### src/hw/flash_prot_consts.svh
`ifndef FLASH_PROT_CONSTS_SVH
`define FLASH_PROT_CONSTS_SVH
// Register byte offsets on the AXI4-Lite slave.
`define OFS_CFG        12'h000
`define OFS_WINDOW     12'h004
`define OFS_ENTRY      12'h008
`define OFS_PROTECT    12'h00C
`define OFS_STARTUP    12'h010
`define OFS_IRQ_CTRL   12'h014
`define OFS_STATUS     12'h018
`define OFS_CMD        12'h01C
`define OFS_ADDR       12'h020
`define OFS_END_ADDR   12'h024
// Special entry values and command codes.
`define ENTRY_READ     16'h0000
`define ENTRY_BAD      16'h0081
`define WE_ENABLE      2'h1
`define CODE_FINAL     8'hD0
`define CODE_PROGRAM   8'hE8
`define CODE_BLOCK_ERASE_CMD    8'h20
`define CODE_RANGE_ERASE_CMD    8'h21
`define CODE_BLANK     8'h71
`define CODE_CFGSET    8'h40
`define CODE_CLEAR     8'h50
`define CODE_STOP      8'hB3
`define CODE_SUSPEND   8'hB0
`define CODE_RESUME    8'hD0
// Status bit positions.
`define ST_ILGCMD      0
`define ST_ENTRY       1
`define ST_SEC         2
`define ST_OTHER       3
`define ST_ILGSTATE    4
`define ST_ERASE       5
`define ST_PROG        6
`define ST_WP          7
`define ST_CODE_FLASH_ACCESS_ERR        8
`define ST_DATA_FLASH_ACCESS_ERR        9
`define ST_LOCK        10
`define ST_READY       11
`define ST_BUSY        12
// Operation length in cycles.
`define OP_CYCLES      16'h0010
`endif

### src/hw/flash_prot_pkg.sv
package flash_prot_pkg;
  // Error flag collection.
  typedef struct packed {
    logic wp;
    logic prog;
    logic erase;
    logic ilgstate;
    logic other;
    logic sec;
    logic entry;
    logic ilgcmd;
  } err_flags_t;
  // AXI4-Lite requests from master.
  typedef struct packed {
    logic        awvalid;
    logic [11:0] awaddr;
    logic        wvalid;
    logic [31:0] wdata;
    logic [3:0]  wstrb;
    logic        bready;
    logic        arvalid;
    logic [11:0] araddr;
    logic        rready;
  } axil_req_t;
  // AXI4-Lite answers from slave.
  typedef struct packed {
    logic        awready;
    logic        wready;
    logic        bvalid;
    logic [1:0]  bresp;
    logic        arready;
    logic        rvalid;
    logic [31:0] rdata;
    logic [1:0]  rresp;
  } axil_rsp_t;
  // Command sequencing states.
  typedef enum logic [1:0] {CMD_IDLE, CMD_WAIT_FINAL} cmd_state_t;
endpackage

### src/hw/flash_command_protection.sv
// The AXI4-Lite register port and the register addresses were decided locally.
`timescale 1ns/100ps
`default_nettype none
`include "flash_prot_consts.svh"
module flash_command_protection (
  // Clock and reset.
  input  wire logic                    i_sys_clk,
  input  wire logic                    i_rst,
  // Register bus.
  input  wire flash_prot_pkg::axil_req_t i_axi,
  output var  flash_prot_pkg::axil_rsp_t o_axi,
  // Mode pins from outside the clock domain.
  input  wire logic                    i_serial_mode,
  input  wire logic                    i_id_auth_en,
  input  wire logic                    i_id_auth_pass,
  // Array status.
  output logic                         o_op_active,
  output logic                         o_access_error_irq
);
  import flash_prot_pkg::*;

  // Pin synchronisers, three stages each.
  logic [2:0] sync1_reg, sync2_reg, sync3_reg;
  logic [2:0] pins_reg;                 // Accepted pin levels.
  // Configuration area copy.
  logic        security_protect_flag;   // Security bit.
  logic        boot_swap_flag;          // Boot swap bit.
  logic [10:0] window_start_block;      // Window start, addr bits 23:13.
  logic [10:0] window_end_block;        // Window end, addr bits 23:13.
  logic [15:0] pe_mode_entry_reg;       // P/E entry value.
  logic [15:0] suspend_entry_reg;       // Entry value at suspend.
  logic [1:0]  write_erase_enable_field;// Protect field.
  logic [1:0]  startup_area_select;     // Start-up select.
  logic        lock_irq_enable;         // Interrupt enable.
  err_flags_t  err_reg;                 // Error flags.
  logic        code_flash_access_err;   // Code flash access error.
  logic        data_flash_access_err;   // Data flash access error.
  logic        command_lock_flag;       // Locked state.
  logic        suspended_reg;           // Operation suspended.
  logic [15:0] op_cnt_reg;              // Operation countdown.
  logic [23:0] cmd_start_addr;          // Command start address.
  logic [23:0] cmd_end_addr;            // Command end address.
  logic        blank_check_direction;   // Blank check direction.
  cmd_state_t  cmd_state_reg;           // Multi-access progress.
  logic [7:0]  first_code_reg;          // Held first code.

  // Synchroniser: change counts once stages two and three agree.
  always_ff @(posedge i_sys_clk) begin
    if (i_rst) begin
      sync1_reg <= 3'h0;
      sync2_reg <= 3'h0;
      sync3_reg <= 3'h0;
      pins_reg  <= 3'h0;
    end else begin
      sync1_reg <= {i_id_auth_pass, i_id_auth_en, i_serial_mode};
      sync2_reg <= sync1_reg;
      sync3_reg <= sync2_reg;
      for (int i = 0; i < 3; i++) begin
        if (sync2_reg[i] == sync3_reg[i]) begin
          pins_reg[i] <= sync3_reg[i];
        end
      end
    end
  end

  // AXI4-Lite write path: address and data taken in either order.
  logic        aw_held, w_held, bvalid_reg;
  logic [11:0] aw_addr_reg;
  logic [31:0] w_data_reg;
  logic [3:0]  w_strb_reg;
  logic        wr_fire;                 // Both halves present.
  assign wr_fire = aw_held && w_held && !bvalid_reg;

  // Capture write halves and issue the response.
  always_ff @(posedge i_sys_clk) begin
    if (i_rst) begin
      aw_held     <= 1'b0;
      w_held      <= 1'b0;
      bvalid_reg  <= 1'b0;
      aw_addr_reg <= 12'h000;
      w_data_reg  <= 32'h0000_0000;
      w_strb_reg  <= 4'h0;
    end else begin
      if (i_axi.awvalid && !aw_held) begin
        aw_held     <= 1'b1;
        aw_addr_reg <= i_axi.awaddr;
      end
      if (i_axi.wvalid && !w_held) begin
        w_held     <= 1'b1;
        w_data_reg <= i_axi.wdata;
        w_strb_reg <= i_axi.wstrb;
      end
      if (wr_fire) begin
        // Response follows both halves.
        aw_held    <= 1'b0;
        w_held     <= 1'b0;
        bvalid_reg <= 1'b1;
      end else if (bvalid_reg && i_axi.bready) begin
        bvalid_reg <= 1'b0;
      end
    end
  end

  // Command port decode.
  logic       cmd_wr;                   // Write to command port.
  logic       byte_size;                // Byte lane 0 alone.
  logic [7:0] code;                     // Written command byte.
  assign cmd_wr    = wr_fire && aw_addr_reg == `OFS_CMD;
  assign code      = w_data_reg[7:0];
  assign byte_size = w_strb_reg == 4'h1;

  // Window check on code flash user mat only.
  logic in_window;
  logic addr_user_mat;                  // Address in code flash user mat.
  logic addr_data_flash;                // Address in data flash.
  logic bad_range;                      // Inconsistent range.
  assign addr_user_mat   = cmd_start_addr[23:22] == 2'h0;
  assign addr_data_flash = cmd_start_addr[23:22] == 2'h1;
  assign bad_range       = blank_check_direction ? (cmd_start_addr < cmd_end_addr)
                                                 : (cmd_start_addr > cmd_end_addr);
  always_comb begin
    if (!addr_user_mat) begin
      in_window = 1'b1;
    end else if (window_end_block == window_start_block) begin
      in_window = 1'b1;
    end else if (window_end_block > window_start_block) begin
      in_window = cmd_start_addr[23:13] >= window_start_block &&
                  cmd_start_addr[23:13] <  window_end_block;
    end else begin
      in_window = 1'b0;
    end
  end

  // Command classification: one event per command write, none for an accepted first code.
  logic       ev;                       // A command event is judged.
  err_flags_t ev_err;                   // Flags to set.
  logic       ev_lock, ev_code_flash_access_err, ev_data_flash_access_err, ev_start, ev_unlock, ev_suspend;
  logic       ev_resume;
  logic       serial_ok;
  assign serial_ok = !pins_reg[0] || (pins_reg[1] && pins_reg[2]);

  always_comb begin
    ev = 1'b0; ev_err = '0; ev_lock = 1'b0; ev_code_flash_access_err = 1'b0; ev_data_flash_access_err = 1'b0;
    ev_start = 1'b0; ev_unlock = 1'b0; ev_suspend = 1'b0; ev_resume = 1'b0;
    if (cmd_wr) begin
      ev = 1'b1;
      if (command_lock_flag) begin
        if (cmd_state_reg == CMD_IDLE && (code == `CODE_STOP ||
            (code == `CODE_CLEAR && o_op_active == 1'b0))) begin
          if (!code_flash_access_err && !data_flash_access_err) begin
            ev_unlock = 1'b1;
          end else begin
            ev_err.ilgstate = 1'b1;
          end
        end else begin
          ev_err.ilgstate = 1'b1;
        end
      end else if (!serial_ok) begin
        ev_err.sec = 1'b1; ev_err.ilgstate = 1'b1; ev_lock = 1'b1;
      end else if (pe_mode_entry_reg == `ENTRY_READ) begin
        ev_err.other = 1'b1; ev_err.ilgstate = 1'b1; ev_lock = 1'b1;
      end else if (pe_mode_entry_reg == `ENTRY_BAD) begin
        ev_err.entry = 1'b1; ev_err.ilgstate = 1'b1; ev_lock = 1'b1;
      end else if (cmd_state_reg == CMD_IDLE) begin
        if (!byte_size) begin
          ev_err.ilgcmd = 1'b1; ev_err.ilgstate = 1'b1; ev_lock = 1'b1;
        end else if (code == `CODE_STOP || code == `CODE_CLEAR) begin
          ev_unlock = code == `CODE_STOP || !o_op_active;
          ev_err.ilgcmd = !ev_unlock; ev_err.ilgstate = !ev_unlock;
          ev_lock = !ev_unlock;
        end else if (code == `CODE_SUSPEND && o_op_active) begin
          ev_suspend = 1'b1;
        end else if (code == `CODE_RESUME && suspended_reg) begin
          if (pe_mode_entry_reg != suspend_entry_reg) begin
            ev_err.entry = 1'b1; ev_err.ilgstate = 1'b1; ev_lock = 1'b1;
          end else begin
            ev_resume = 1'b1;
          end
        end else if (code == `CODE_PROGRAM || code == `CODE_BLOCK_ERASE_CMD ||
                     code == `CODE_RANGE_ERASE_CMD || code == `CODE_BLANK ||
                     code == `CODE_CFGSET) begin
          if (o_op_active) begin
            ev_err.ilgcmd = 1'b1; ev_err.ilgstate = 1'b1; ev_lock = 1'b1;
          end else begin
            ev = 1'b0;
          end
        end else begin
          ev_err.ilgcmd = 1'b1; ev_err.ilgstate = 1'b1; ev_lock = 1'b1;
        end
      end else if (code != `CODE_FINAL) begin
        ev_err.ilgcmd = 1'b1; ev_err.ilgstate = 1'b1; ev_lock = 1'b1;
      end else if (first_code_reg == `CODE_CFGSET && !security_protect_flag &&
                   cmd_start_addr[7:0] != 8'h00) begin
        ev_err.sec = 1'b1; ev_err.ilgstate = 1'b1; ev_lock = 1'b1;
      end else if ((first_code_reg == `CODE_RANGE_ERASE_CMD || first_code_reg == `CODE_BLANK) &&
                   bad_range) begin
        ev_err.ilgcmd = 1'b1; ev_err.ilgstate = 1'b1; ev_lock = 1'b1;
        ev_data_flash_access_err = addr_data_flash;
      end else if ((first_code_reg == `CODE_PROGRAM || first_code_reg == `CODE_BLOCK_ERASE_CMD) &&
                   !in_window) begin
        ev_err.ilgcmd = 1'b1; ev_err.ilgstate = 1'b1; ev_lock = 1'b1;
      end else if (first_code_reg == `CODE_PROGRAM &&
                   write_erase_enable_field != `WE_ENABLE) begin
        ev_err.wp = 1'b1; ev_err.prog = 1'b1;
      end else if (cmd_start_addr[23:22] == 2'h3) begin
        // Reserved area: code flash access error.
        ev_err.ilgstate = 1'b1; ev_lock = 1'b1; ev_code_flash_access_err = 1'b1;
      end else begin
        ev_start = first_code_reg != `CODE_CFGSET;
      end
    end
  end

  // Multi-access sequencing; an accepted first code is held until the next command write.
  always_ff @(posedge i_sys_clk) begin
    if (i_rst) begin
      cmd_state_reg  <= CMD_IDLE;
      first_code_reg <= 8'h00;
    end else if (cmd_wr) begin
      if (cmd_state_reg == CMD_IDLE && !ev && !command_lock_flag) begin
        cmd_state_reg  <= CMD_WAIT_FINAL;
        first_code_reg <= code;
      end else begin
        cmd_state_reg <= CMD_IDLE;
      end
    end
  end

  // Error, lock and unlock state.
  always_ff @(posedge i_sys_clk) begin
    if (i_rst) begin
      err_reg               <= '0;
      code_flash_access_err <= 1'b0;
      data_flash_access_err <= 1'b0;
      command_lock_flag     <= 1'b0;
    end else if (ev_unlock) begin
      err_reg               <= '0;
      command_lock_flag     <= 1'b0;
    end else if (ev) begin
      err_reg               <= err_reg | ev_err;
      code_flash_access_err <= code_flash_access_err | ev_code_flash_access_err;
      data_flash_access_err <= data_flash_access_err | ev_data_flash_access_err;
      command_lock_flag     <= command_lock_flag | ev_lock;
    end
  end

  // Program/erase operation timer.
  always_ff @(posedge i_sys_clk) begin
    if (i_rst) begin
      op_cnt_reg        <= 16'h0000;
      suspended_reg     <= 1'b0;
      suspend_entry_reg <= 16'h0000;
    end else if (ev_unlock && code == `CODE_STOP) begin
      op_cnt_reg    <= 16'h0000;
      suspended_reg <= 1'b0;
    end else if (ev_suspend && !command_lock_flag) begin
      suspended_reg     <= 1'b1;
      suspend_entry_reg <= pe_mode_entry_reg;
    end else if (ev_resume) begin
      suspended_reg <= 1'b0;
    end else if (ev_start && !command_lock_flag) begin
      op_cnt_reg <= `OP_CYCLES;
    end else if (op_cnt_reg != 16'h0000 && !suspended_reg) begin
      op_cnt_reg <= op_cnt_reg - 16'h0001;
    end
  end
  assign o_op_active = op_cnt_reg != 16'h0000;

  // Software-written configuration registers.
  always_ff @(posedge i_sys_clk) begin
    if (i_rst) begin
      security_protect_flag    <= 1'b0;
      boot_swap_flag           <= 1'b1;
      window_start_block       <= 11'h000;
      window_end_block         <= 11'h000;
      pe_mode_entry_reg        <= `ENTRY_READ;
      write_erase_enable_field <= 2'h0;
      startup_area_select      <= 2'h0;
      lock_irq_enable          <= 1'b0;
      cmd_start_addr           <= 24'h000000;
      cmd_end_addr             <= 24'h000000;
      blank_check_direction    <= 1'b0;
    end else if (wr_fire) begin
      unique case (aw_addr_reg)
        `OFS_CFG: begin
          security_protect_flag <= w_data_reg[0];
          boot_swap_flag        <= w_data_reg[1];
          blank_check_direction <= w_data_reg[2];
        end
        `OFS_WINDOW: begin
          window_start_block <= w_data_reg[10:0];
          window_end_block   <= w_data_reg[26:16];
        end
        `OFS_ENTRY:    pe_mode_entry_reg        <= w_data_reg[15:0];
        `OFS_PROTECT:  write_erase_enable_field <= w_data_reg[1:0];
        `OFS_STARTUP: begin
          if (security_protect_flag) begin
            startup_area_select <= w_data_reg[1:0];
          end
        end
        `OFS_IRQ_CTRL: lock_irq_enable <= w_data_reg[0];
        `OFS_ADDR:     cmd_start_addr  <= w_data_reg[23:0];
        `OFS_END_ADDR: cmd_end_addr    <= w_data_reg[23:0];
        default: ;
      endcase
    end
  end

  // Interrupt output.
  always_ff @(posedge i_sys_clk) begin
    if (i_rst) begin
      o_access_error_irq <= 1'b0;
    end else begin
      o_access_error_irq <= lock_irq_enable && command_lock_flag;
    end
  end

  // Read channel.
  logic        rvalid_reg;
  logic [31:0] rdata_reg;
  logic [1:0]  rresp_reg;
  logic [31:0] rd_val;
  logic        rd_ok;
  always_comb begin
    rd_ok = 1'b1;
    unique case (i_axi.araddr)
      `OFS_CFG:      rd_val = {29'h0, blank_check_direction, boot_swap_flag,
                               security_protect_flag};
      `OFS_WINDOW:   rd_val = {5'h0, window_end_block, 5'h0, window_start_block};
      `OFS_ENTRY:    rd_val = {16'h0, pe_mode_entry_reg};
      `OFS_PROTECT:  rd_val = {30'h0, write_erase_enable_field};
      `OFS_STARTUP:  rd_val = {30'h0, startup_area_select};
      `OFS_IRQ_CTRL: rd_val = {31'h0, lock_irq_enable};
      `OFS_STATUS:   rd_val = {19'h0, o_op_active, !o_op_active, command_lock_flag,
                               data_flash_access_err, code_flash_access_err,
                               err_reg.wp, err_reg.prog, err_reg.erase,
                               err_reg.ilgstate, err_reg.other, err_reg.sec,
                               err_reg.entry, err_reg.ilgcmd};
      `OFS_CMD:      rd_val = 32'h0000_0000;
      `OFS_ADDR:     rd_val = {8'h0, cmd_start_addr};
      `OFS_END_ADDR: rd_val = {8'h0, cmd_end_addr};
      default: begin
        rd_val = 32'h0000_0000;
        rd_ok  = 1'b0;
      end
    endcase
  end

  // Read response register.
  always_ff @(posedge i_sys_clk) begin
    if (i_rst) begin
      rvalid_reg <= 1'b0;
      rdata_reg  <= 32'h0000_0000;
      rresp_reg  <= 2'h0;
    end else if (i_axi.arvalid && !rvalid_reg) begin
      rvalid_reg <= 1'b1;
      rdata_reg  <= rd_val;
      rresp_reg  <= rd_ok ? 2'h0 : 2'h2;
    end else if (rvalid_reg && i_axi.rready) begin
      rvalid_reg <= 1'b0;
    end
  end

  // Bus answer assembly.
  always_comb begin
    o_axi.awready = !aw_held;
    o_axi.wready  = !w_held;
    o_axi.bvalid  = bvalid_reg;
    // Writes always answer OKAY; an unmapped write is simply dropped.
    o_axi.bresp   = 2'h0;
    o_axi.arready = !rvalid_reg;
    o_axi.rvalid  = rvalid_reg;
    o_axi.rdata   = rdata_reg;
    o_axi.rresp   = rresp_reg;
  end

endmodule // flash_command_protection
`default_nettype wire

### config.mk
export PLATFORM = sky130hd
export DESIGN_NAME = flash_command_protection
export DESIGN_NICKNAME = d
export VERILOG_FILES = /design/src/hw/flash_prot_pkg.sv /design/src/hw/flash_command_protection.sv
export VERILOG_INCLUDE_DIRS = /design/src /design/src/hw
export SDC_FILE = /design/constraint.sdc
export NUM_CORES = 1
export LEC_CHECK = 0
export BUFFER_PORTS_ARGS = -buffer_cell sky130_fd_sc_hd__buf_2
export CORE_MARGIN = 4
export CORE_UTILIZATION = 35
export DETAILED_ROUTE_END_ITERATION = 8
export SLEW_MARGIN = 20
export SYNTH_ARGS = -nofsm -noshare
export SYNTH_HDL_FRONTEND = slang
export SYNTH_SLANG_ARGS = --single-unit
### constraint.sdc
create_clock -name i_sys_clk -period 2.76 [get_ports i_sys_clk]
set_input_delay 0.69 -clock i_sys_clk [delete_from_list [all_inputs] [get_ports i_sys_clk]]
set_output_delay 0.69 -clock i_sys_clk [all_outputs]
set_load 0.005 [all_outputs]
* Word-level counts from Yosys, hierarchy flattened
Index checks and enable logic that the tools add are counted.
** Operators by class
- Add/subtract/negate cells :: 1
- Order comparisons :: 5
- Eq/ne operators :: 43
- Multiplexer cells :: 146
- Bitwise operators :: 9
- Reductions and logical operators :: 78
** Operators by type and width (count)
- $pmux 27 s9 :: 1
- $mux 1 :: 126
- $eq 12x5->1 const B :: 7
- $eq 12x4->1 const B :: 4
- $eq 12x6->1 const B :: 4
- $eq 8x7->1 const B :: 5
- $eq 8x8->1 const B :: 5
- $eq 8x6->1 const B :: 4
- $mux 16 :: 2
- $mux 2 :: 14
- $logic_and 1x1->1 :: 27
- $eq 12x3->1 const B :: 2
- $gt 24x24->1 :: 1
- $logic_not 12->1 :: 2
- $lt 24x24->1 :: 1
- $reduce_and 2->1 :: 10
- $eq 16x8->1 const B :: 1
- $logic_not 16->1 :: 1
- $ne 16x16->1 :: 1
- $reduce_bool 16->1 :: 1
- $sub 16x1->16 const B :: 1
- $logic_not 1->1 :: 14
- $eq 11x11->1 :: 1
- $ge 11x11->1 :: 1
- 22 further kinds :: 46
** Word-level totals
- Bits in registers :: 242
- Input bits :: 70
- Output and inout bits :: 43
- Logic and storage cells :: 325

* Depth between registers and ports, before layout
Gate-level depths: netlist of the first run.
- Word-level depth :: 20
- Gate-level depth with buffers :: 13
- Mapped depth without buffers :: 11

* Least setup slack after synthesis of the first run
OpenSTA, ideal clock, no wires.
- Path type :: flip-flop to flip-flop
- From :: register cmd_start_addr[23]
- To :: register op_cnt_reg[1]
- Library setup time :: 0.115 ns
- Arrival :: 2.531 ns
- Data required time :: 2.645 ns
- Path slack :: 0.114 ns
- Cell stages (with the launch flop) :: 9
- Period minus slack after synthesis :: 2.646 ns
- Path through :: dfxtp_1 ha_1 nand3_1 or4_1 a32oi_1 o21ai_0 a2111oi_4 nor4b_4 a2111oi_0
** Between the ends
- Word-level cells in the longest chain between the ends :: 20
** RTL lines
- from (decl) :: RTL line flash_command_protection.sv:41 : logic [23:0] cmd_start_addr;
- from (signal assigned) :: RTL line flash_command_protection.sv:302 : `OFS_ADDR: cmd_start_addr <= w_data_reg[23:0];
- $ge 11x11->1 or $lt 11x11->1 (tied branches) :: RTL line flash_command_protection.sv:127, flash_command_protection.sv:128
- $logic_and 1x1->1 :: RTL line flash_command_protection.sv:127 : in_window = cmd_start_addr[23:13] >= window_start_block &&
- $mux 1 :: RTL line flash_command_protection.sv:126 : end else if (window_end_block > window_start_block) begin
- $mux 1 :: RTL line flash_command_protection.sv:124 : end else if (window_end_block == window_start_block) begin
- $mux 1 :: RTL line flash_command_protection.sv:122 : if (!addr_user_mat) begin
- $logic_not 1->1 :: RTL line flash_command_protection.sv:200 : !in_window) begin
- $logic_and 1x1->1 :: RTL line flash_command_protection.sv:199 : end else if ((first_code_reg == `CODE_PROGRAM || first_code_reg == `CODE_BLOCK_ERASE_CMD) &&
- $mux 1 :: RTL line flash_command_protection.sv:199
- [... 4 more ...]
- $mux 1 * :: RTL line flash_command_protection.sv:162 : end else if (pe_mode_entry_reg == `ENTRY_BAD) begin
- $mux 1 * :: RTL line flash_command_protection.sv:160 : end else if (pe_mode_entry_reg == `ENTRY_READ) begin
- $mux 1 * :: RTL line flash_command_protection.sv:158 : end else if (!serial_ok) begin
- $mux 1 * :: RTL line flash_command_protection.sv:147 : if (command_lock_flag) begin
- $mux 1 * :: RTL line flash_command_protection.sv:145 : if (cmd_wr) begin
- $logic_and 1x1->1 * :: RTL line flash_command_protection.sv:261 : end else if (ev_start && !command_lock_flag) begin
- $reduce_bool 2->1 (no source line)
- $reduce_and 3->1 (no source line)
- to (signal assigned) :: RTL line flash_command_protection.sv:262 : op_cnt_reg <= `OP_CYCLES;
- to (signal assigned) :: RTL line flash_command_protection.sv:264 : op_cnt_reg <= op_cnt_reg - 16'h0001;
- to (decl) :: RTL line flash_command_protection.sv:40 : logic [15:0] op_cnt_reg;
Every way passes the cells marked *; elsewhere a longest branch is shown, timed or not.
A chain may end at the register's enable or synchronous reset.

* Worst setup path in the final report of the first run
- From :: register cmd_end_addr[22]
- To :: register err_reg[0] in the netlist's numbering
** Between the ends
- Word-level cells in the longest chain between the ends :: 13
** RTL lines
- from (decl) :: RTL line flash_command_protection.sv:42 : logic [23:0] cmd_end_addr;
- from (signal assigned) :: RTL line flash_command_protection.sv:303 : `OFS_END_ADDR: cmd_end_addr <= w_data_reg[23:0];
- $gt 24x24->1 or $lt 24x24->1 (tied branches) :: RTL line flash_command_protection.sv:120, flash_command_protection.sv:119
- $mux 1 * :: RTL line flash_command_protection.sv:119 : assign bad_range = blank_check_direction ? (cmd_start_addr < cmd_end_addr)
- $logic_and 1x1->1 * :: RTL line flash_command_protection.sv:195 : end else if ((first_code_reg == `CODE_RANGE_ERASE_CMD || first_code_reg == `CODE_BLANK) &&
- $mux 1 * :: RTL line flash_command_protection.sv:195
- $mux 1 * :: RTL line flash_command_protection.sv:192 : end else if (first_code_reg == `CODE_CFGSET && !security_protect_flag &&
- $mux 1 * :: RTL line flash_command_protection.sv:190 : end else if (code != `CODE_FINAL) begin
- $mux 1 * :: RTL line flash_command_protection.sv:164 : end else if (cmd_state_reg == CMD_IDLE) begin
- $mux 1 * :: RTL line flash_command_protection.sv:162
- $mux 3 * :: RTL line flash_command_protection.sv:160
- $mux 2 * :: RTL line flash_command_protection.sv:158
- $mux 4 * :: RTL line flash_command_protection.sv:147
- $mux 5 * :: RTL line flash_command_protection.sv:145
- $or 8x8->8 * :: RTL line flash_command_protection.sv:240 : err_reg <= err_reg | ev_err;
- to (signal assigned) :: RTL line flash_command_protection.sv:240
- to (decl) :: RTL line flash_command_protection.sv:35 : err_flags_t err_reg;
Marks and branches as above.

==> impl_metrics.tcl, run 1 <==
set metrics [dict create \
    hpwlAfterDp_um 24700 \
    r2r_start "cmd_end_addr[22]" \
    synth_cells 1389 \
    firstDrtPassIters 6 \
    hold_path_end "rvalid_reg" \
    fillerInstances 3138 \
    die_area_um2 35100 \
    die_w_um 187 \
    synth-edff-count 0 \
    hp-start "i_axi[0]" \
    fin_crit_sh_pct 99.2 \
    fmax_mhz 365 \
    grt_max_degree 62 \
    sw_frac_of_total_pct 25.7 \
    worst-path-max-fanout 5 \
    antenna_found_initial 0 \
    synthArstFlopShare_pct 0 \
    worst_slew_pin_slew_ns 0.641 \
    p_int_mw 6.34 \
    p_comb_share_pct 13.4 \
    nets 1667 \
    antenna-diode-count 0 \
    setup_violations 0 \
    ys_types 81 \
    status "finished clean" \
    r2r_end "err_reg[0]" \
    wl_per_cell_um 17.2 \
    dr_total_vias 10300 \
    arrival_ns 3.16 \
    multi_input_area_um2 6130 \
    synth_ff_type "dfxtp_1" \
    netlist_area_um2 11300 \
    power.switching_mw 2.20 \
    hold_violations 0 \
    hold_path.class "input pin to flop" \
    reg2reg_depth 10 \
    rows 65 \
    ys_warn_count 0 \
    grt_pass1_vias 9772 \
    cts_buffer_depth 3 \
    fin_cells 1963 \
    cts.sinks 234 \
    cts-root-buf "clkbuf_16" \
    area_growth_pct 23.0 \
    drive_gt1_share_pct 19.5 \
    r2r_setup_slack_ns 0.02 \
    h-tree-depth 1 \
    final.min_clock_period_ns 2.74 \
    place_congestion 0.939 \
    clk_pin_slew_worst_paths_ns 0.06 \
    critPathKind "flop to flop" \
    final_cell_mix "nand2_1 (298), dfxtp_1 (231), a21oi_1 (166), buf_2 (98), buf_4 (97)" \
    core-area_um2 31600 \
    drc_errors 0 \
    cts_tree "yes" \
    irDropWorstVdd_mv 0.407 \
    grt_usage_pct 18.6 \
    vias_per_cell 5.26 \
    rsz0062_at_grt "yes" \
    syn-mean-instance-area_um2 8.12 \
    cap_viol_max_count 0 \
    wirelength_um 33800 \
    critPathLaunchType "flop" \
    min_delay_path_depth 2 \
    initial_core_util_pct 35.6 \
    cp-end-kind "flop" \
    ant_nets 0 \
    synth_seq_area_share_pct 41.6 \
    slew_headroom_pct 56.2 \
    clk_latency_ns 0.54 \
    post-cts-setup-buffers 0 \
    skew_ns 0.0157 \
    dp_cells 1911 \
    hold_buffers 0 \
    grt_overflow 0 \
    ys_ff_latch 234 \
    cts_buffers 28 \
    layout_commonest_cell "nand2_1" \
    p_seq_share_pct 43.2 \
    required_ns 3.19 \
    grt_pass1_wl_um 53800 \
    p_leak_nw 5.43 \
    finalMaxSlewViolations 0 \
    power_frac_clock_pct 43.3 \
    seq_area_um2 4690 \
    dieHeight_um 187 \
    io_buffers 99 \
    final_util_pct 43.8 \
    io_pins 113 \
    power.density_cell_area_nw_per_um2 616 \
    drtIter0Drc 847 \
]
how the worst max path moves through the flow:
stage,from,to,slack (ns),cells past startpoint
3_3_place_gp,cmd_end_addr[23],err_reg[0],-0.19,10
4_1_cts,cmd_end_addr[23],err_reg[0],0.002,10
5_1_grt,cmd_end_addr[23],err_reg[0],-0.02,10
6_report,cmd_end_addr[22],err_reg[0],0.02,10
3_5_place_dp,cmd_end_addr[23],err_reg[0],-0.20,10
2_1_floorplan,cmd_start_addr[23],op_cnt_reg[1],0.11,8
cell usage after synthesis, drive strengths merged, types with 3 or more instances:
cell type / count / area (um2)
a2111oi: 4 / 60.1
buf: 21 / 143
xor2: 3 / 26.3
o21ai: 24 / 120
clkbuf: 69 / 260
nor4: 26 / 193
a221oi: 3 / 26.3
a211oi: 21 / 163
a22oi: 26 / 195
a21oi: 166 / 831
o21a: 9 / 67.6
dfxtp: 234 / 4680
o211ai: 6 / 45.0
xnor2: 29 / 254
nor4b: 4 / 56.3
nand2: 298 / 1120
nand4: 20 / 125
nor2: 94 / 355
a31oi: 3 / 18.8
nor3: 32 / 165
ha: 57 / 713
nor2b: 20 / 125
or3: 9 / 61.3
and2: 6 / 40.0
inv: 58 / 218
o31ai: 4 / 30.0
mux2i: 31 / 310
and3: 9 / 56.3
nand2b: 3 / 18.8
nor3b: 7 / 52.6
a222oi: 14 / 140
a21o: 6 / 46.3
nand3: 26 / 130
or4: 10 / 82.6
and4: 3 / 28.8
power by group through the flow:
stage                     clock network (mW)  logic (mW)  registers [mW]
after global placement                     0        1.10            3.75
after detailed placement                   0        1.12            3.76
after CTS                               3.78        1.12            3.69
final                                   3.70        1.15            3.69
after global routing                    3.90        1.28            3.72
after floorplan                            0       0.773            3.72
layer usage:
layer,part of all wire [%],vias to the layer above,track usage [%]
met5,0,-,0
met4,1.8,0,3.67
met3,6.7,39,2.52
met2,42,331,27.6
met1,50,4822,28.7
li1,-,5132,-
timing repair:
item,CTS,global route
gates resized for setup,9,22
setup endpoints to repair,20,16
hold endpoints to repair,0,0
cloned,0,1
pin swaps,1,3
cells by family (layout without fill, tap and decap cells):
logic type / Yosys count / after routing / synth area share, %
and+or+nand+nor: 579 / 579 / 24.1
AOI/OAI and AO/OA: 305 / 305 / 17.1
DFF: 234 / 234 / 41.6
buffers and inverters: 149 / 314 / 5.54
adders and majority gates: 57 / 57 / 6.33
xor gates and xnor gates: 32 / 32 / 2.49
muxes: 32 / 32 / 2.85
other: 1 / 8 / 0.0333
cell type report:
class	instances	share of cell area, %
clock buffers	43	6.34
clock inverters	8	0.505
inverters	59	1.60
multi-input cells	1013	44.2
flip-flops and latches	234	33.8
well taps	402	3.63
repair buffers	204	9.90
critical path: stages (launching register included):
cell and delay, ns:
dfxtp_2 0.34, inv_1 0.04, ha_1 0.30, nand3_2 0.09, or4_4 0.57, nor4_4 0.25
buf_4 0.16, a2111oi_4 0.04, buf_4 0.17, or3_4 0.37, o311a_1 0.29
per-stage QoR:
stage                     power [mW]  cell area (um2)  setup WS (ns)  TNS, ns  hold WS [ns]
after floorplan                 4.50            11300          0.114        0         0.414
after global placement          4.85            12800         -0.187    -2.16         0.417
after detailed placement        4.88            12800         -0.202    -2.84         0.420
after CTS                       8.59            13800        0.00159        0         0.318
after global routing            8.89            13900        -0.0152  -0.0311         0.346
final                           8.54            13900         0.0215        0         0.344
No activity file was read; power rests on OpenSTA's default activity.
==> inputs of run 2 (changes only) <==
CTS_BUF_LIST = sky130_fd_sc_hd__clkbuf_16   (was unset)
==> run 2 against run 1 <==
Non-clock buffer count is the same; cell count is the same; core utilization decreased by 0.34 points; global-route usage about the same; final area down 0.78%; combinational power hardly changed; first-iteration DRC count increased by 3.0%; sequential power about the same; register-to-register slack about the same; critical path depth is the same; count of clock-buffer cells in the layout is 14 lower; highest routed layer unchanged.
==> impl_metrics.tcl, run 2 (synthesis gave the netlist of run 1 again) <==
set metrics [dict create \
    stdcell_area_um2 13800 \
    core-area_um2 31600 \
    cts_buffers 28 \
    final.min_clock_period_ns 2.74 \
    timing.hold.ws_ns 0.342 \
    irDropWorstVdd_mv 0.407 \
    vias_per_cell 5.27 \
    p_comb_share_pct 14.0 \
    antenna_found_initial 0 \
    drtIter0Drc 872 \
    grt_pass1_wl_um 53700 \
    rsz0062_at_grt "yes" \
    p_int_mw 6.05 \
    status "finished clean" \
    cts_tree "yes" \
    layout_commonest_cell "nand2_1" \
    place_area_um2 12800 \
    post-cts-setup-buffers 0 \
    final_cell_mix "nand2_1 (298), dfxtp_1 (231), a21oi_1 (166), buf_2 (98), buf_4 (97)" \
    hold_violations 0 \
    area_growth_pct 22.0 \
    cap_viol_max_count 0 \
    setup_violations 0 \
    firstDrtPassIters 8 \
    finalMaxSlewViolations 0 \
    io_pins 113 \
    clk_pin_slew_worst_paths_ns 0.06 \
    grt_overflow 0 \
    hpwlAfterDp_um 24700 \
    grt_usage_pct 18.6 \
    clk_latency_ns 0.54 \
    nets 1667 \
    arrival_ns 3.17 \
    wl_per_cell_um 17.2 \
    worst_slew_pin_slew_ns 0.642 \
    slew_headroom_pct 56.1 \
    io_buffers 99 \
    skew_ns 0.0155 \
    dr_total_vias 10300 \
    fmax_mhz 365 \
    p_leak_nw 5.39 \
    critPathKind "flop to flop" \
    die_w_um 187 \
    p_seq_share_pct 44.8 \
    dieHeight_um 187 \
    antenna-diode-count 0 \
    cts-root-buf "clkbuf_16" \
    critPathLaunchType "flop" \
    required_ns 3.18 \
    cp-end-kind "flop" \
    grt_max_degree 62 \
    h-tree-depth 1 \
    initial_core_util_pct 35.6 \
    final_util_pct 43.5 \
    wirelength_um 33800 \
    power.switching_mw 2.19 \
    power.density_cell_area_nw_per_um2 599 \
    die_area_um2 35100 \
    cts.sinks 234 \
    sw_frac_of_total_pct 26.6 \
    hold_path.class "input pin to flop" \
    worst-path-max-fanout 5 \
    fin_crit_sh_pct 99.4 \
    grt_pass1_vias 9722 \
    finalPower_mw 8.24 \
    drive_gt1_share_pct 18.8 \
    ant_nets 0 \
    power_frac_clock_pct 41.2 \
    drc_errors 0 \
    place_congestion 0.939 \
    cts_buffer_depth 3 \
    rows 65 \
]
-- run 2: cell types whose count changed in the layout (fill, tap and decap cells not counted), sizes merged --
cell    before  now
inv         58   62
clkbuf      43   29
clkinv       6   16
-- run 2: final timing paths --
path / startpoint / end / depth (start not counted) / slack [ns]
max reg2reg: cmd_end_addr[22] / err_reg[0] / 10 / 0.02
max: cmd_end_addr[22] / err_reg[0] / 10 / 0.02
min reg2reg: sync1_reg[1] / sync2_reg[1] / 1 / 0.44
min: i_axi[0] / rvalid_reg / 2 / 0.34
-- run 2: final cells by class --
| class | count | area, um2 |
|---|---|---|
| fillers | 3161 | 17900 |
| multi-input cells | 1013 | 6120 |
| flip-flops and latches | 234 | 4690 |
| repair buffers | 204 | 1370 |
| clock buffers | 29 | 726 |
| well taps | 402 | 503 |
| inverters | 59 | 221 |
| clock inverters | 22 | 123 |
-- run 2: per-layer routing --
| metal | track usage (%) | up-vias | part of all wire [%] |
|---|---|---|---|
| met5 | 0 | - | 0 |
| met1 | 28.8 | 4858 | 50 |
| met4 | 3.78 | 0 | 1.7 |
| met3 | 2.52 | 35 | 6.5 |
| li1 | - | 5133 | - |
| met2 | 27.5 | 314 | 42 |
-- run 2: what timing repair did --
action,4_1_cts,5_1_grt
pin swaps,1,3
gates cloned,0,1
resized for setup,9,22
endpoints found under the setup margin,20,17
hold buffers,0,0
-- run 2: power by group through the flow --
stage / Combinational [mW] / Sequential [mW] / Clock, mW
finish: 1.15 / 3.69 / 3.39
global route: 1.28 / 3.72 / 3.60
CTS: 1.12 / 3.69 / 3.47
detailed placement: 1.12 / 3.76 / 0
global placement: 1.10 / 3.75 / 0
floorplan: 0.773 / 3.72 / 0
-- run 2: through the flow --
| stage | instances | setup WS (ns) | TNS (ns) |
|---|---|---|---|
| detailed placement | 1911 | -0.202 | -2.84 |
| CTS | 1962 | 0.000881 | 0 |
| global route | 1963 | -0.0168 | -0.0342 |
| global placement | 1911 | -0.187 | -2.16 |
| finish | 1963 | 0.0179 | 0 |
| floorplan | 1396 | 0.114 | 0 |
-- run 2: worst max-delay path, stage by stage (launching register included) --
cell,delay (ns)
dfxtp_2,0.34
inv_1,0.05
ha_1,0.30
nand3_2,0.09
or4_4,0.57
nor4_4,0.25
buf_4,0.16
a2111oi_4,0.04
buf_4,0.17
or3_4,0.37
o311a_1,0.29
==> inputs of run 3 (changes only) <==
PLACE_DENSITY_LB_ADDON = 0.25   (was unset)
clock period = 3.2 ns   (was 2.76 ns; I/O delays follow)
==> run 3 against run 2 <==
Final area is 3.1% lower; combinational power decreased by 20%; highest routed layer unchanged; non-clock buffer count down 48; routed wire length down 0.64%; cell count is 2.4% lower; flip-flop and latch count did not move; critical path depth stayed put; via count down 1.2%; critical path type unchanged; sequential share of layout area up 1.1 points; global-route usage is 0.099 points lower; hold slack better by 0.097 ns.
==> impl_metrics.tcl, run 3 (synthesis gave the netlist of run 1 again) <==
set metrics [dict create \
    final.setup.tns_ns 0 \
    dieHeight_um 187 \
    grt_pass1_vias 9540 \
    irDropWorstVdd_mv 0.395 \
    arrival_ns 3.43 \
    area_growth_pct 18.2 \
    h-tree-depth 1 \
    drtIter0Drc 891 \
    worst_slew_pin_slew_ns 0.895 \
    core-area_um2 31600 \
    cp-end-kind "flop" \
    max_stage_delay_ns 0.62 \
    r2r_start "cmd_end_addr[23]" \
    io_pins 113 \
    stdcell_area_um2 13300 \
    initial_core_util_pct 35.6 \
    layout_commonest_cell "nand2_1" \
    hold_path.class "flop to flop" \
    cts_buffer_depth 3 \
    final_cell_mix "nand2_1 (298), dfxtp_1 (234), a21oi_1 (166), buf_2 (98), nor2_1 (93)" \
    wirelength_um 33500 \
    place_area_um2 12400 \
    reg2reg_depth 10 \
    cts_resized 0 \
    dp_cells 1864 \
    hold_violations 0 \
    cap_viol_max_count 0 \
    status "finished clean" \
    die_w_um 187 \
    nets 1619 \
    skew_ns 0.00914 \
    critPathKind "flop to flop" \
    hpwlAfterDp_um 23800 \
    slew_headroom_pct 40.3 \
    grt_usage_pct 18.5 \
    cts_buffers 28 \
    crit_path_start "cmd_end_addr[23]" \
    dr_total_vias 10200 \
    rows 65 \
    worstPathCellList "inv_1, ha_1, nand3_1, or4_1, a32oi_1, o21ai_0, and3_1, nor4b_4, buf_4, nor3_1" \
    critPathLaunchType "flop" \
    drive_gt1_share_pct 15.0 \
    critPathSlowestCell "or4_1" \
    antenna-diode-count 0 \
    r2r_end "op_cnt_reg[14]" \
    drc_errors 0 \
    fin_crit_sh_pct 94.1 \
    fmax_mhz 332 \
    place_congestion 0.860 \
    die_area_um2 35100 \
    vias_per_cell 5.33 \
    ant_nets 0 \
    grt_max_degree 184 \
    setup_violations 0 \
    r2r_setup_slack_ns 0.19 \
    fin_cells 1916 \
    cts.sinks 234 \
    rsz0062_at_grt "no" \
    cts-root-buf "clkbuf_16" \
    grt_overflow 0 \
    io_buffers 99 \
    finalMaxSlewViolations 0 \
    p_leak_nw 5.15 \
    post-cts-setup-buffers 0 \
    required_ns 3.61 \
    final.min_clock_period_ns 3.01 \
    grt_pass1_wl_um 53500 \
    power.density_cell_area_nw_per_um2 555 \
    cp-endpoint "op_cnt_reg[14]" \
    wl_per_cell_um 17.5 \
    clk_latency_ns 0.54 \
    cts_tree "yes" \
    clk_pin_slew_worst_paths_ns 0.06 \
    firstDrtPassIters 9 \
    antenna_found_initial 0 \
    worst-path-max-fanout 11 \
]
==> run 3: layer usage <==
| metal | routed length (um) | part of all wire, % | vias up | track usage, % |
|---|---|---|---|---|
| li1 | - | - | 5056 | - |
| met4 | 853 | 2.5 | 0 | 4.80 |
| met5 | 0 | 0 | - | 0 |
| met3 | 2420 | 7.2 | 50 | 3.00 |
| met2 | 13200 | 39 | 332 | 26.4 |
| met1 | 17000 | 51 | 4781 | 28.7 |
==> run 3: final cells by class <==
cell class                      count  area, um2
Tap cell                          402        503
Clock inverter                     23        231
Inverter                           59        221
Clock buffer                       29        726
Multi-Input combinational cell   1013       6010
Fill cell                        3222      18300
Sequential cell                   234       4680
Timing Repair Buffer              156        955
==> run 3: worst min path at each step <==
| stage | start | cells past startpoint | endpoint |
|---|---|---|---|
| after floorplan | sync1_reg[0] | 1 | sync2_reg[0] |
| after global placement | sync1_reg[0] | 1 | sync2_reg[0] |
| after detailed placement | sync1_reg[1] | 1 | sync2_reg[1] |
| after CTS | i_axi[0] | 2 | rvalid_reg |
| after global routing | i_axi[0] | 2 | rvalid_reg |
| final | sync1_reg[1] | 1 | sync2_reg[1] |
==> run 3: stage by stage <==
step	setup WS [ns]	total power, mW	hold slack [ns]	util [%]
6_report	0.188	7.40	0.439	42.1
5_1_grt	0.00626	7.73	0.428	42.1
4_1_cts	0.102	7.49	0.417	42.1
3_5_place_dp	0.116	4.17	0.427	39.1
3_3_place_gp	0.232	4.15	0.432	39.1
2_1_floorplan	0.554	3.88	0.414	-
==> run 3: critical path: cells and delay by family (launching register included) <==
family | cells | cell delay, ns
AOI/OAI and AO/OA | 2 | 0.39
adders and majority gates | 1 | 0.32
buffers and inverters | 2 | 0.32
DFF | 1 | 0.35
and+or+nand+nor | 5 | 1.50
==> run 3: where the power goes <==
part	internal (mW)	switching, mW
clock network	2.03	1.26
registers	3.05	0.135
logic	0.422	0.501
==> run 3: what timing repair did <==
action,4_1_cts,5_1_grt
hold buffers,0,0
endpoints found under the hold margin,0,0
setup endpoints to repair,0,1
